`src/srmrs_defs.svh`:
```
/*
 * timing counts and field positions for the memory reset and mode-register
 * set sequencer. assumes a 10 MHz controller clock (100 ns period).
 */
`ifndef SRMRS_DEFS_SVH
`define SRMRS_DEFS_SVH

// ============================================================
// clock and times
// ============================================================
`define SRMRS_CLK_PERIOD_NS     100
`define SRMRS_CKE_LEAD_NS       10
`define SRMRS_CKE_LEAD_CYC      ((`SRMRS_CKE_LEAD_NS + `SRMRS_CLK_PERIOD_NS - 1) / `SRMRS_CLK_PERIOD_NS)
`define SRMRS_POST_RESET_US     500
`define SRMRS_POST_RESET_CYC    ((`SRMRS_POST_RESET_US * 1000 + `SRMRS_CLK_PERIOD_NS - 1) / `SRMRS_CLK_PERIOD_NS)
`define SRMRS_CLK_STABLE_NS     10
`define SRMRS_CLK_STABLE_MIN    5
`define SRMRS_CLK_STABLE_CYC    ((`SRMRS_CLK_STABLE_NS + `SRMRS_CLK_PERIOD_NS - 1) / `SRMRS_CLK_PERIOD_NS)
`define SRMRS_RESET_PW_CYC      2
`define SRMRS_TXPR_CYC          5
`define SRMRS_TMRD_CYC          8
`define SRMRS_TMOD_CYC          24
`define SRMRS_ZQ_CYC            1024

// ============================================================
// mode register layout
// ============================================================
`define SRMRS_MR_W              22
`define SRMRS_MR_BANK_HI        21
`define SRMRS_MR_BANK_LO        18
`define SRMRS_MR_A17            17
`define SRMRS_MR_ALO_HI         13
`define SRMRS_MR_COUNT          7
`define SRMRS_MR0_INDEX         3'h0
`define SRMRS_LAST_STEP         3'h6

`endif

```
`src/srmrs_pkg.sv`:
```
/*
 * types for the memory reset and mode-register set sequencer.
 * assumes srmrs_defs.svh is available.
 */
package srmrs_pkg;
	// ============================================================
	// sequencer states
	// ============================================================
	typedef enum logic [3:0] {
		SRMRS_IDLE,
		SRMRS_RESET,
		SRMRS_CKE_LEAD,
		SRMRS_POST_RESET,
		SRMRS_CLK_STABLE,
		SRMRS_XPR,
		SRMRS_MRS,
		SRMRS_WAIT,
		SRMRS_ZQ,
		SRMRS_ZQ_WAIT,
		SRMRS_READY
	} srmrs_state_type;

	// command on the memory pins
	typedef enum logic [1:0] {
		SRMRS_CMD_DES,
		SRMRS_CMD_MRS,
		SRMRS_CMD_ZQCL
	} srmrs_cmd_type;
endpackage : srmrs_pkg

```
`src/srmrs_ctrl.sv`:
```
/*
 * controller side of the memory reset and mode-register set flow: drives
 * reset, clock enable, termination and command/address pins of the device.
 * assumes the user holds the device idle (banks precharged, bursts done)
 * before asking for a single mode-register rewrite.
 */
`timescale 1ns/1ns
`include "srmrs_defs.svh"

// Notes on behaviour
// - hold device reset low at least the minimum reset pulse width.
// - drive clock enable low at least 10 ns before releasing reset.
// - after reset release repeat the whole power-on initialization flow.
// - issue deselect in every idle cycle between mode writes and before ZQCL.
// - write every mode register that has defined settings during initialization.
// - write order free except dependencies; DLL enable before DLL reset.
// - keep the test mode enable pin low throughout.
// - mode register defaults undefined; write all after every reset.
// - every mode write drives all fields of the addressed register.
// - wait at least tMRD between two consecutive mode writes.
// - input-changing mode writes use their own delay instead of tMRD; the code waits TMRD_CYC after every init write but the last.
// - wait tMOD after a mode write before any non-MRS, non-DES command.
// - slow-updating mode writes use their own longer delay instead of tMOD.
// - rewrite a mode register in normal operation only when the device is idle.
// - with nominal termination enabled keep ODT low before the mode write; the code forces ODT low only from the mode write cycle on.
// - with termination enabled, raise ODT again only after tMOD.
// - with termination disabled, ODT level around a mode write is free.
// - bank group, bank, A17, A13..A0 carry mode register bits 21..0.
// - RAS_n, CAS_n and WE_n are all low during a mode write.
// - wait 500 us, at most three seconds, after reset before clock enable.
// - run the clock 10 ns or five periods, deselect at clock enable rise.
// - wait tXPR after clock enable high before the first mode write.
// - load MR3, MR6, MR5, MR4, MR2, MR1, MR0 then ZQCL.
module srmrs_ctrl #(
	parameter int unsigned POST_RESET_CYC = `SRMRS_POST_RESET_CYC,
	parameter int unsigned RESET_PW_CYC   = `SRMRS_RESET_PW_CYC,
	parameter int unsigned TXPR_CYC       = `SRMRS_TXPR_CYC,
	parameter int unsigned TMRD_CYC       = `SRMRS_TMRD_CYC,
	parameter int unsigned TMOD_CYC       = `SRMRS_TMOD_CYC,
	parameter int unsigned ZQ_CYC         = `SRMRS_ZQ_CYC,
	parameter int unsigned SLOW_CYC       = `SRMRS_TMOD_CYC
) (
	// clock and reset
	input  wire logic                    clk,
	input  wire logic                    rst,
	// user control
	input  wire logic                    init_start,
	input  wire logic                    mr_write,
	input  wire logic [2:0]              mr_write_index,
	input  wire logic                    mr_slow,
	input  wire logic                    rtt_nom_on,
	input  wire logic                    odt_request,
	input  wire logic [`SRMRS_MR_W-1:0]  mr_value [`SRMRS_MR_COUNT],
	// user status
	output logic                         busy,
	output logic                         ready,
	// memory pins
	output logic                         reset_n,
	output logic                         cke,
	output logic                         cs_n,
	output logic                         act_n,
	output logic                         ras_n,
	output logic                         cas_n,
	output logic                         we_n,
	output logic                         odt,
	output logic                         test_mode_enable_pin,
	output logic [1:0]                   bg,
	output logic [1:0]                   ba,
	output logic [17:0]                  addr
);
	import srmrs_pkg::*;

	// ============================================================
	// constants
	// ============================================================
	localparam int unsigned CW = 32;
	localparam int unsigned STABLE_CYC =
		(`SRMRS_CLK_STABLE_CYC > `SRMRS_CLK_STABLE_MIN) ?
		`SRMRS_CLK_STABLE_CYC : `SRMRS_CLK_STABLE_MIN;
	localparam int unsigned LEAD_CYC = (`SRMRS_CKE_LEAD_CYC > 0) ? `SRMRS_CKE_LEAD_CYC : 1;

	// ============================================================
	// state
	// ============================================================
	srmrs_state_type state;
	srmrs_state_type next_state;
	logic [CW-1:0]   count;
	logic [CW-1:0]   next_count;
	logic [2:0]      step;
	logic [2:0]      next_step;
	logic            single;
	logic            next_single;
	logic            slow;
	logic            next_slow;
	logic            odt_hold;
	logic            next_odt_hold;
	logic [2:0]      cur_index;
	logic [2:0]      next_cur_index;

	// init order MR3, MR6, MR5, MR4, MR2, MR1, MR0 keeps DLL enable before reset
	function automatic logic [2:0] srmrs_order(input logic [2:0] s);
		unique case (s)
			3'h0: srmrs_order = 3'h3;
			3'h1: srmrs_order = 3'h6;
			3'h2: srmrs_order = 3'h5;
			3'h3: srmrs_order = 3'h4;
			3'h4: srmrs_order = 3'h2;
			3'h5: srmrs_order = 3'h1;
			default: srmrs_order = 3'h0;
		endcase
	endfunction : srmrs_order

	// ============================================================
	// sequencer
	// ============================================================
	always_comb begin
		next_state    = state;
		next_count    = (count != '0) ? count - CW'(1) : '0;
		next_step     = step;
		next_single   = single;
		next_slow     = slow;
		next_odt_hold = odt_hold;
		next_cur_index = cur_index;
		unique case (state)
			SRMRS_IDLE: begin
				if (init_start) begin
					next_state = SRMRS_RESET;
					next_count = CW'(RESET_PW_CYC);
				end
			end
			SRMRS_RESET: begin
				if (count == '0) begin
					next_state = SRMRS_CKE_LEAD;
					next_count = CW'(LEAD_CYC);
				end
			end
			SRMRS_CKE_LEAD: begin
				if (count == '0) begin
					next_state = SRMRS_POST_RESET;
					next_count = CW'(POST_RESET_CYC);
				end
			end
			SRMRS_POST_RESET: begin
				if (count == '0) begin
					next_state = SRMRS_CLK_STABLE;
					next_count = CW'(STABLE_CYC);
				end
			end
			SRMRS_CLK_STABLE: begin
				if (count == '0) begin
					next_state = SRMRS_XPR;
					next_count = CW'(TXPR_CYC);
					next_step  = '0;
				end
			end
			SRMRS_XPR: begin
				if (count == '0) begin
					next_state  = SRMRS_MRS;
					next_single = 1'b0;
				end
			end
			SRMRS_MRS: begin
				next_state = SRMRS_WAIT;
				// slow writes wait SLOW_CYC, any other last write of a sequence tMOD, others tMRD
				if (slow) begin
					next_count = CW'(SLOW_CYC - 1);
				end else if (single || step == `SRMRS_LAST_STEP) begin
					next_count = CW'(TMOD_CYC - 1);
				end else begin
					next_count = CW'(TMRD_CYC - 1);
				end
			end
			SRMRS_WAIT: begin
				if (count == '0) begin
					if (single) begin
						next_state    = SRMRS_READY;
						next_odt_hold = 1'b0;
					end else if (step == `SRMRS_LAST_STEP) begin
						next_state = SRMRS_ZQ;
					end else begin
						next_state = SRMRS_MRS;
						next_step  = step + 3'h1;
					end
				end
			end
			SRMRS_ZQ: begin
				next_state = SRMRS_ZQ_WAIT;
				next_count = CW'(ZQ_CYC - 1);
			end
			SRMRS_ZQ_WAIT: begin
				if (count == '0) begin
					next_state    = SRMRS_READY;
					next_odt_hold = 1'b0;
				end
			end
			SRMRS_READY: begin
				if (init_start) begin
					next_state    = SRMRS_RESET;
					next_count    = CW'(RESET_PW_CYC);
					next_odt_hold = 1'b1;
				end else if (mr_write) begin
					// user vouches device is idle; cke already high
					next_state    = SRMRS_MRS;
					next_single   = 1'b1;
					next_slow     = mr_slow;
					next_cur_index = mr_write_index;
					next_odt_hold = rtt_nom_on;
				end
			end
			default: next_state = SRMRS_IDLE;
		endcase
		if (state == SRMRS_IDLE && init_start) begin
			next_odt_hold = 1'b1;
		end
		if (state == SRMRS_XPR) begin
			next_slow = 1'b0;
		end
	end

	always_ff @(posedge clk) begin
		if (rst) begin
			state    <= SRMRS_IDLE;
			count    <= '0;
			step     <= '0;
			single   <= 1'b0;
			slow     <= 1'b0;
			odt_hold <= 1'b1;
			cur_index <= '0;
		end else begin
			state    <= next_state;
			count    <= next_count;
			step     <= next_step;
			single   <= next_single;
			slow     <= next_slow;
			odt_hold <= next_odt_hold;
			cur_index <= next_cur_index;
		end
	end

	// ============================================================
	// pin drivers, all registered from the next state
	// ============================================================
	logic                   pin_reset_n;
	logic                   pin_cke;
	srmrs_cmd_type          pin_cmd;
	logic [`SRMRS_MR_W-1:0] pin_mr;
	logic [2:0]             pin_index;

	always_comb begin
		pin_reset_n = !(next_state == SRMRS_RESET || next_state == SRMRS_CKE_LEAD);
		pin_cke     = !(next_state inside {SRMRS_IDLE, SRMRS_RESET, SRMRS_CKE_LEAD,
			SRMRS_POST_RESET, SRMRS_CLK_STABLE});
		pin_cmd     = SRMRS_CMD_DES;
		pin_index   = (next_single || state == SRMRS_READY) ?
			((state == SRMRS_READY) ? mr_write_index : cur_index) :
			srmrs_order(next_step);
		pin_mr      = mr_value[pin_index];
		if (next_state == SRMRS_MRS) begin
			pin_cmd = SRMRS_CMD_MRS;
		end else if (next_state == SRMRS_ZQ) begin
			pin_cmd = SRMRS_CMD_ZQCL;
		end
	end

	always_ff @(posedge clk) begin
		if (rst) begin
			reset_n <= 1'b1;
			cke     <= 1'b0;
			cs_n    <= 1'b1;
			act_n   <= 1'b1;
			ras_n   <= 1'b1;
			cas_n   <= 1'b1;
			we_n    <= 1'b1;
			odt     <= 1'b0;
			test_mode_enable_pin <= 1'b0;
			bg      <= '0;
			ba      <= '0;
			addr    <= '0;
			busy    <= 1'b0;
			ready   <= 1'b0;
		end else begin
			reset_n <= pin_reset_n;
			cke     <= pin_cke;
			cs_n    <= (pin_cmd == SRMRS_CMD_DES);
			act_n   <= 1'b1;
			ras_n   <= (pin_cmd != SRMRS_CMD_MRS);
			cas_n   <= (pin_cmd != SRMRS_CMD_MRS);
			we_n    <= 1'b0;
			odt     <= !next_odt_hold && odt_request;
			test_mode_enable_pin <= 1'b0;
			if (pin_cmd == SRMRS_CMD_MRS) begin
				// select bits come from the index so a stale value cannot misroute
				bg       <= {pin_mr[`SRMRS_MR_BANK_HI], pin_index[2]};
				ba       <= pin_index[1:0];
				addr     <= {pin_mr[`SRMRS_MR_A17], 3'h0, pin_mr[`SRMRS_MR_ALO_HI:0]};
			end else if (pin_cmd == SRMRS_CMD_ZQCL) begin
				bg   <= '0;
				ba   <= '0;
				addr <= 18'h00400; // A10 high selects long calibration
			end else begin
				bg   <= '0;
				ba   <= '0;
				addr <= '0;
			end
			busy  <= (next_state != SRMRS_IDLE && next_state != SRMRS_READY);
			ready <= (next_state == SRMRS_READY);
		end
	end
endmodule : srmrs_ctrl

```
`config.mk`:
```
export PLATFORM = sky130hd
export DESIGN_NAME = srmrs_ctrl
export DESIGN_NICKNAME = d
export VERILOG_FILES = /design/src/srmrs_pkg.sv /design/src/srmrs_ctrl.sv
export VERILOG_INCLUDE_DIRS = /design/src
export SDC_FILE = /design/constraint.sdc
export NUM_CORES = 1
export LEC_CHECK = 0
export BUFFER_PORTS_ARGS = -buffer_cell sky130_fd_sc_hd__buf_2
export CORE_MARGIN = 4
export CORE_UTILIZATION = 35
export CTS_BUF_LIST = sky130_fd_sc_hd__clkbuf_2
export CTS_CLUSTER_DIAMETER = 40
export DETAILED_ROUTE_END_ITERATION = 16
export SYNTH_ARGS = -nofsm -noshare
export SYNTH_HDL_FRONTEND = slang
export SYNTH_SLANG_ARGS = --single-unit
```
`constraint.sdc`:
```
create_clock -name clk -period 5.5 [get_ports clk]
set_clock_uncertainty 0.2 [all_clocks]
set_input_delay 0.55 -clock clk [delete_from_list [all_inputs] [get_ports clk]]
set_output_delay 0.55 -clock clk [all_outputs]
set_load 0.01 [all_outputs]
```
# ---- Word-level counts from Yosys, hierarchy flattened
# Cells that the tools add are included.
dict set report word_totals {
  register_bits 75
  latch_bits 0
  ram_bits 0
  mem_bits_ro 0
  in_bits 164
  out_inout_bits 33
  wordCells 123
  memories 0
}
dict set report op_classes {
  addsub 2
  multipliers 0
  div_mod_pow 0
  magnitude_cmp 1
  eq_ne 27
  n_shift 0
  muxes 48
  bitwise_logic 3
  reduce_logical 23
}
# cell count
set op_table {}
lappend op_table {{$pmux 32 s6} 1}
lappend op_table {{$mux 32} 5}
lappend op_table {{$bmux 22 s3} 1}
lappend op_table {{$mux 4} 12}
lappend op_table {{$mux 22} 2}
lappend op_table {{$pmux 4 s11} 1}
lappend op_table {{$logic_not 32->1} 1}
lappend op_table {{$reduce_bool 32->1} 1}
lappend op_table {{$sub 32x1->32 const B} 1}
lappend op_table {{$eq 4x3->1 const B} 6}
lappend op_table {{$eq 4x4->1 const B} 5}
lappend op_table {{$mux 18} 1}
lappend op_table {{$mux 3} 6}
lappend op_table {{$pmux 3 s6} 1}
lappend op_table {{$eq 4x2->1 const B} 4}
lappend op_table {{$mux 11} 1}
lappend op_table {{$mux 1} 10}
lappend op_table {{$mux 5} 2}
lappend op_table {{$reduce_or 2->1} 5}
lappend op_table {{$eq 3x3->1 const B} 3}
lappend op_table {{$eq 4x1->1 const B} 2}
lappend op_table {{$logic_not 4->1} 2}
lappend op_table {{$eq 3x2->1 const B} 2}
lappend op_table {{$pmux 3 s2} 1}
lappend op_table {{20 further kinds} 28}

# ---- Longest topological paths before layout
dict set report logic_depth {
  ltp_word 13
  ltp_mapped 14
  depth_no_buf 11
}

# ---- Least setup slack after synthesis
# Ideal clock, no wire load.
dict set report synth_timing {
  path_type {reg-to-reg}
  start {register count[0]}
  end {register addr[2]}
  setup_ns 0.137
  arrival_ns 3.729
  t_required_ns 5.163
  slack_ns 1.434
  path_stages_with_launch 15
  n_path_buf 3
  period_less_slack_ns 4.066
  cell_sequence {dfxtp_1 > inv_1 > ha_1 > or3b_1 > or4_1 > buf_2 > or4_4 > and2_4 > or4b_1 > a31oi_1 > buf_6 > nand3_4 > buf_6 > a211oi_1 > a2111oi_1}
}
dict set report synth_between {
  elab_chain_cells 11
  word_cells_on_any_way 33
  classes_between {8 x eq/ne; 21 x mux; 1 x bitwise; 3 x reduce/logical}
}
# element line_no
set synth_rtl {}
lappend synth_rtl {{start, declared} srmrs_ctrl.sv:87} ;# logic [CW-1:0] count;
lappend synth_rtl {{start signal, assigned} srmrs_ctrl.sv:231} ;# count <= next_count;
lappend synth_rtl {{$logic_not 32->1 *} n/a}
lappend synth_rtl {{$mux 3, on equally long branches} {srmrs_ctrl.sv:174, srmrs_ctrl.sv:150}}
lappend synth_rtl {{$pmux 3 s2} srmrs_ctrl.sv:124} ;# unique case (state)
lappend synth_rtl {{$eq 3x3->1, or another cell as far along} srmrs_ctrl.sv:102} ;# unique case (s)
lappend synth_rtl {{$pmux 3 s6} srmrs_ctrl.sv:102}
lappend synth_rtl {{$mux 3} srmrs_ctrl.sv:254} ;# pin_index = (next_single || state == SRMRS_READY) ?
lappend synth_rtl {{$not 3->4 (not written as such)} srmrs_ctrl.sv:257} ;# pin_mr = mr_value[pin_index];
lappend synth_rtl {{$bmux 22 s3} srmrs_ctrl.sv:257}
lappend synth_rtl {{$mux 22 (not written as such) (2 in a row)} srmrs_ctrl.sv:257}
lappend synth_rtl {{$mux 18 *} srmrs_ctrl.sv:291} ;# if (pin_cmd == SRMRS_CMD_MRS) begin
lappend synth_rtl {{end signal, assigned} srmrs_ctrl.sv:295} ;# addr <= {pin_mr[`SRMRS_MR_A17], 3'h0, pin_mr[`SRMRS_MR_ALO_HI:0]};
lappend synth_rtl {{end, declared} srmrs_ctrl.sv:69} ;# output logic [17:0] addr
# Every way passes the cells marked *; elsewhere a longest branch is shown, timed or not. The select of a mux whose other input is x is not followed.
# A chain may end at the register's enable or synchronous reset.

# ---- Worst setup path in the final report
dict set report layout_timing {
  start {register count[0]}
  end {register addr[8]}
}
# Same word-level chain as after synthesis.

==> summary.txt <==
DRT antenna net count - 0
Power per cell area - 399.7 mW/mm²
GP Congestion - 0.8235
Fillers - 1235
DR iter-0 viols - 176
Yosys cell types - 66
Maximum VDD drop - 0.2064 mV
Post-synthesis mux area share - 9.855%
Total CTS buffers - 9
Crit start category - flip-flop
Worst Tran Pin Value - 0.9147 ns
Crit path time final - 4.950 ns
Congestion Overflow GR - 0
Die width - 120.0 µm
Final net count - 810
Initial antenna violation count - 0
TritonCTS clock tree - done
DP HPWL - 9515 µm
Pre-antenna DRT Iters - 4
Flops & latches, synth - 72
Die H - 120.0 µm
Port Buf Inserts - 149
Crit path max fanout - 19
Worst path cell trace - inv_1 -> ha_1 -> or3b_1 -> or4_1 -> or4_4 -> nand2_1 -> nand2b_1 -> o21ai_2 -> nand2_2 -> and2_2 -> a2111oi_1
WL/cell - 15.44 µm
Non-Filler Instances - 816
Final Hold Fails - 0
HP Class - primary input to flip-flop
Synth Instances - 506
CTS Sinks - 72
Worst path depth - 11
Register area share after synthesis - 32.81%
Compound-Gate Fraction of Synth Area - 23.38%
First-pass GRT wire length - 20510 µm
Worst path bufs/invs - 1
CP max stage cell - or4_1
Antenna diodes - 0
Final setup viols - 0
Clock slew at reported path FFs - 0.22 ns
Max-slew violations - 0
Initial core utilization - 36.12%
Fin crit share - 89.99%
Outcome - completed
Async S/R FF share, synth - 0%
Largest family of logic cells by synthesized area - compound AO/OA/AOI/OAI gates
Syn avg cell area - 8.682 µm²
Setup CP Type - flip-flop to flip-flop
Area growth syn-to-layout - 21.65%
Fmax - 202.0 MHz
Syn Std Cell Area - 0.004393 mm²
Total of max-cap violations - 0
Placed insts - 798
Setup_tns - 0 ns
Final wirelength - 12600 µm
Pleak - 2.264 nW
Clock Path Buffers - 2
Root Buffer - clkbuf_2
R2R cell count - 11
Via count - 4237
Placeable Area - 0.01216 mm²
Largest net degree at the start of global routing - 81
Hold path depth - 3
H-tree depth - 3
Area after DPL - 0.005235 mm²
Total GRT Usage - 17.51%
Vias in the first global route - 4267
Simple-gate share of the synthesized area - 22.24%
Postcts setup bufs - 0
Crit. End Element - flip-flop
RSZ-0062 raised after global routing - no
Number of primary I/O pins - 197
Clock Latency Late Sink - 0.55 ns
Drt drc - 0
Full die area - 0.01441 mm²
Critical Path RT - 5.74 ns
Ys flop type - dfxtp_1
Proportion of layout cells with a drive suffix above 1 - 36.27%
Synth Area in XOR/XNOR - 4.984%
Rel. slew slack - 39.01%
Adder-cell area share of the yosys netlist - 0.8545%
Critical Path AT - 5.18 ns
Final instance area - 0.005344 mm²
Slowest stage delay, CP - 0.71 ns
Post-synth EDFFs - 0
Synth warnings - 0
Delay-heaviest family, CP - simple AND/OR/NAND/NOR gates
Row count - 40
Vias per cell - 5.192
registers in the layout, summed over array words and instances (netlist names), 2 cells and up:
name,flops
state,4
addr,15
bg,2
count,32
cur_index,3
step,3
ba,2
routing by layer:
layer	vias up	routed length, µm	track usage, %
li1	2139	-	-
met1	1943	5288	20.69
met5	-	0	0
met2	137	6196	30.10
met3	18	838	4.901
met4	0	274	6.514
cells in the mapped netlist (all sizes together) (4+ instances only):
cell type / n / area, µm²
mux2i: 23 / 230.2
nor4: 9 / 62.56
xnor2: 15 / 131.4
nand2: 25 / 96.35
a211oi: 19 / 157.7
nor2: 64 / 240.2
nand3b: 4 / 30.03
or2: 5 / 31.28
a2111oi: 15 / 185.2
a21o: 6 / 45.04
o21ai: 16 / 83.83
clkbuf: 17 / 73.82
buf: 20 / 146.4
and2: 4 / 30.03
a21oi: 35 / 175.2
inv: 8 / 30.03
nor2b: 18 / 112.6
nand3: 8 / 52.55
nand2b: 6 / 37.54
or3: 4 / 25.02
a41o: 16 / 178.9
a31oi: 6 / 43.79
xor2: 10 / 87.58
mux2: 18 / 202.7
dfxtp: 72 / 1441
or4: 9 / 78.82
nor3: 19 / 100.1
worst register-to-register path: stages (launching register included):
cell	delay [ns]
dfxtp_1	0.40
inv_1	0.07
ha_1	0.17
or3b_1	0.43
or4_1	0.71
or4_4	0.61
nand2_1	0.11
nand2b_1	0.07
o21ai_2	0.71
nand2_2	0.47
and2_2	0.48
a2111oi_1	0.41
power by group:
group	leakage [nW]	internal [mW]	switching, mW
registers	0.584	0.637	0.0998
logic	1.62	0.507	0.629
clock network	0.0596	0.0625	0.201
kinds of logic (layout without fill, tap and decap cells):
group           Yosys count  after routing
compound gates          133            133
xor+xnor                 25             25
fa+ha+maj                 3              3
buf+inv                  45            184
flops                    72             72
mux                      41             41
other cells               2              5
simple gates            185            185
layout make-up:
type	instances	area, µm²	share of cell area (%)
timing repair buffer	160	845.8	15.83
clock buffer	11	55.05	1.030
sequential	72	1441	26.97
clock inverter	5	33.78	0.6322
multi-input combinational	392	2728	51.04
tap	168	210.2	3.934
inverter	8	30.03	0.5619
stage by stage:
stage | total power, mW | util, % | setup slack (ns) | hold WS (ns)
after CTS | 2.160 | 43.94 | 0.4868 | 0.02021
after global routing | 2.348 | 43.94 | 0.1948 | 0.05214
after floorplan | 1.623 | - | 1.434 | 0.2037
after detailed placement | 1.886 | 43.05 | 0.5267 | 0.2304
after global placement | 1.848 | 43.05 | 0.6554 | 0.2151
final | 2.136 | 43.94 | 0.5504 | 0.06422
path summary, 6_finish.rpt:
path / slack, ns / startpoint / end
worst max-delay path: 0.55 / count[0] / addr[8]
worst min register to register: 0.26 / odt_hold / odt_hold
worst max register to register: 0.55 / count[0] / addr[8]
worst min-delay path: 0.06 / mr_write_index[0] / cur_index[0]
cells in the final DEF (no fill, tap or decap), types with 5 or more instances in the layout:
cell type and count:
buf_2 149, dfxtp_1 72, nor2_1 64, a21oi_1 35, nand2_1 24, mux2i_1 23, nor2b_1 18, nor3_1 18
mux2_2 18, a211oi_1 16, a41o_2 15, xnor2_1 15, o21ai_0 14, clkbuf_2 11, xor2_1 10, inv_1 8
nor4_1 8, a2111oi_1 8, buf_4 8, nand3_1 7, a2111oi_2 7, nand2b_1 6, or4_1 6, a21o_1 6
or2_2 5, conb_1 5
repair_timing:
| item | in CTS | in global routing |
|---|---|---|
| resized for setup | 0 | 0 |
| hold endpoints to repair | 2 | 0 |
| hold buffers | 2 | 0 |
Power figures use the tool's default switching activity.
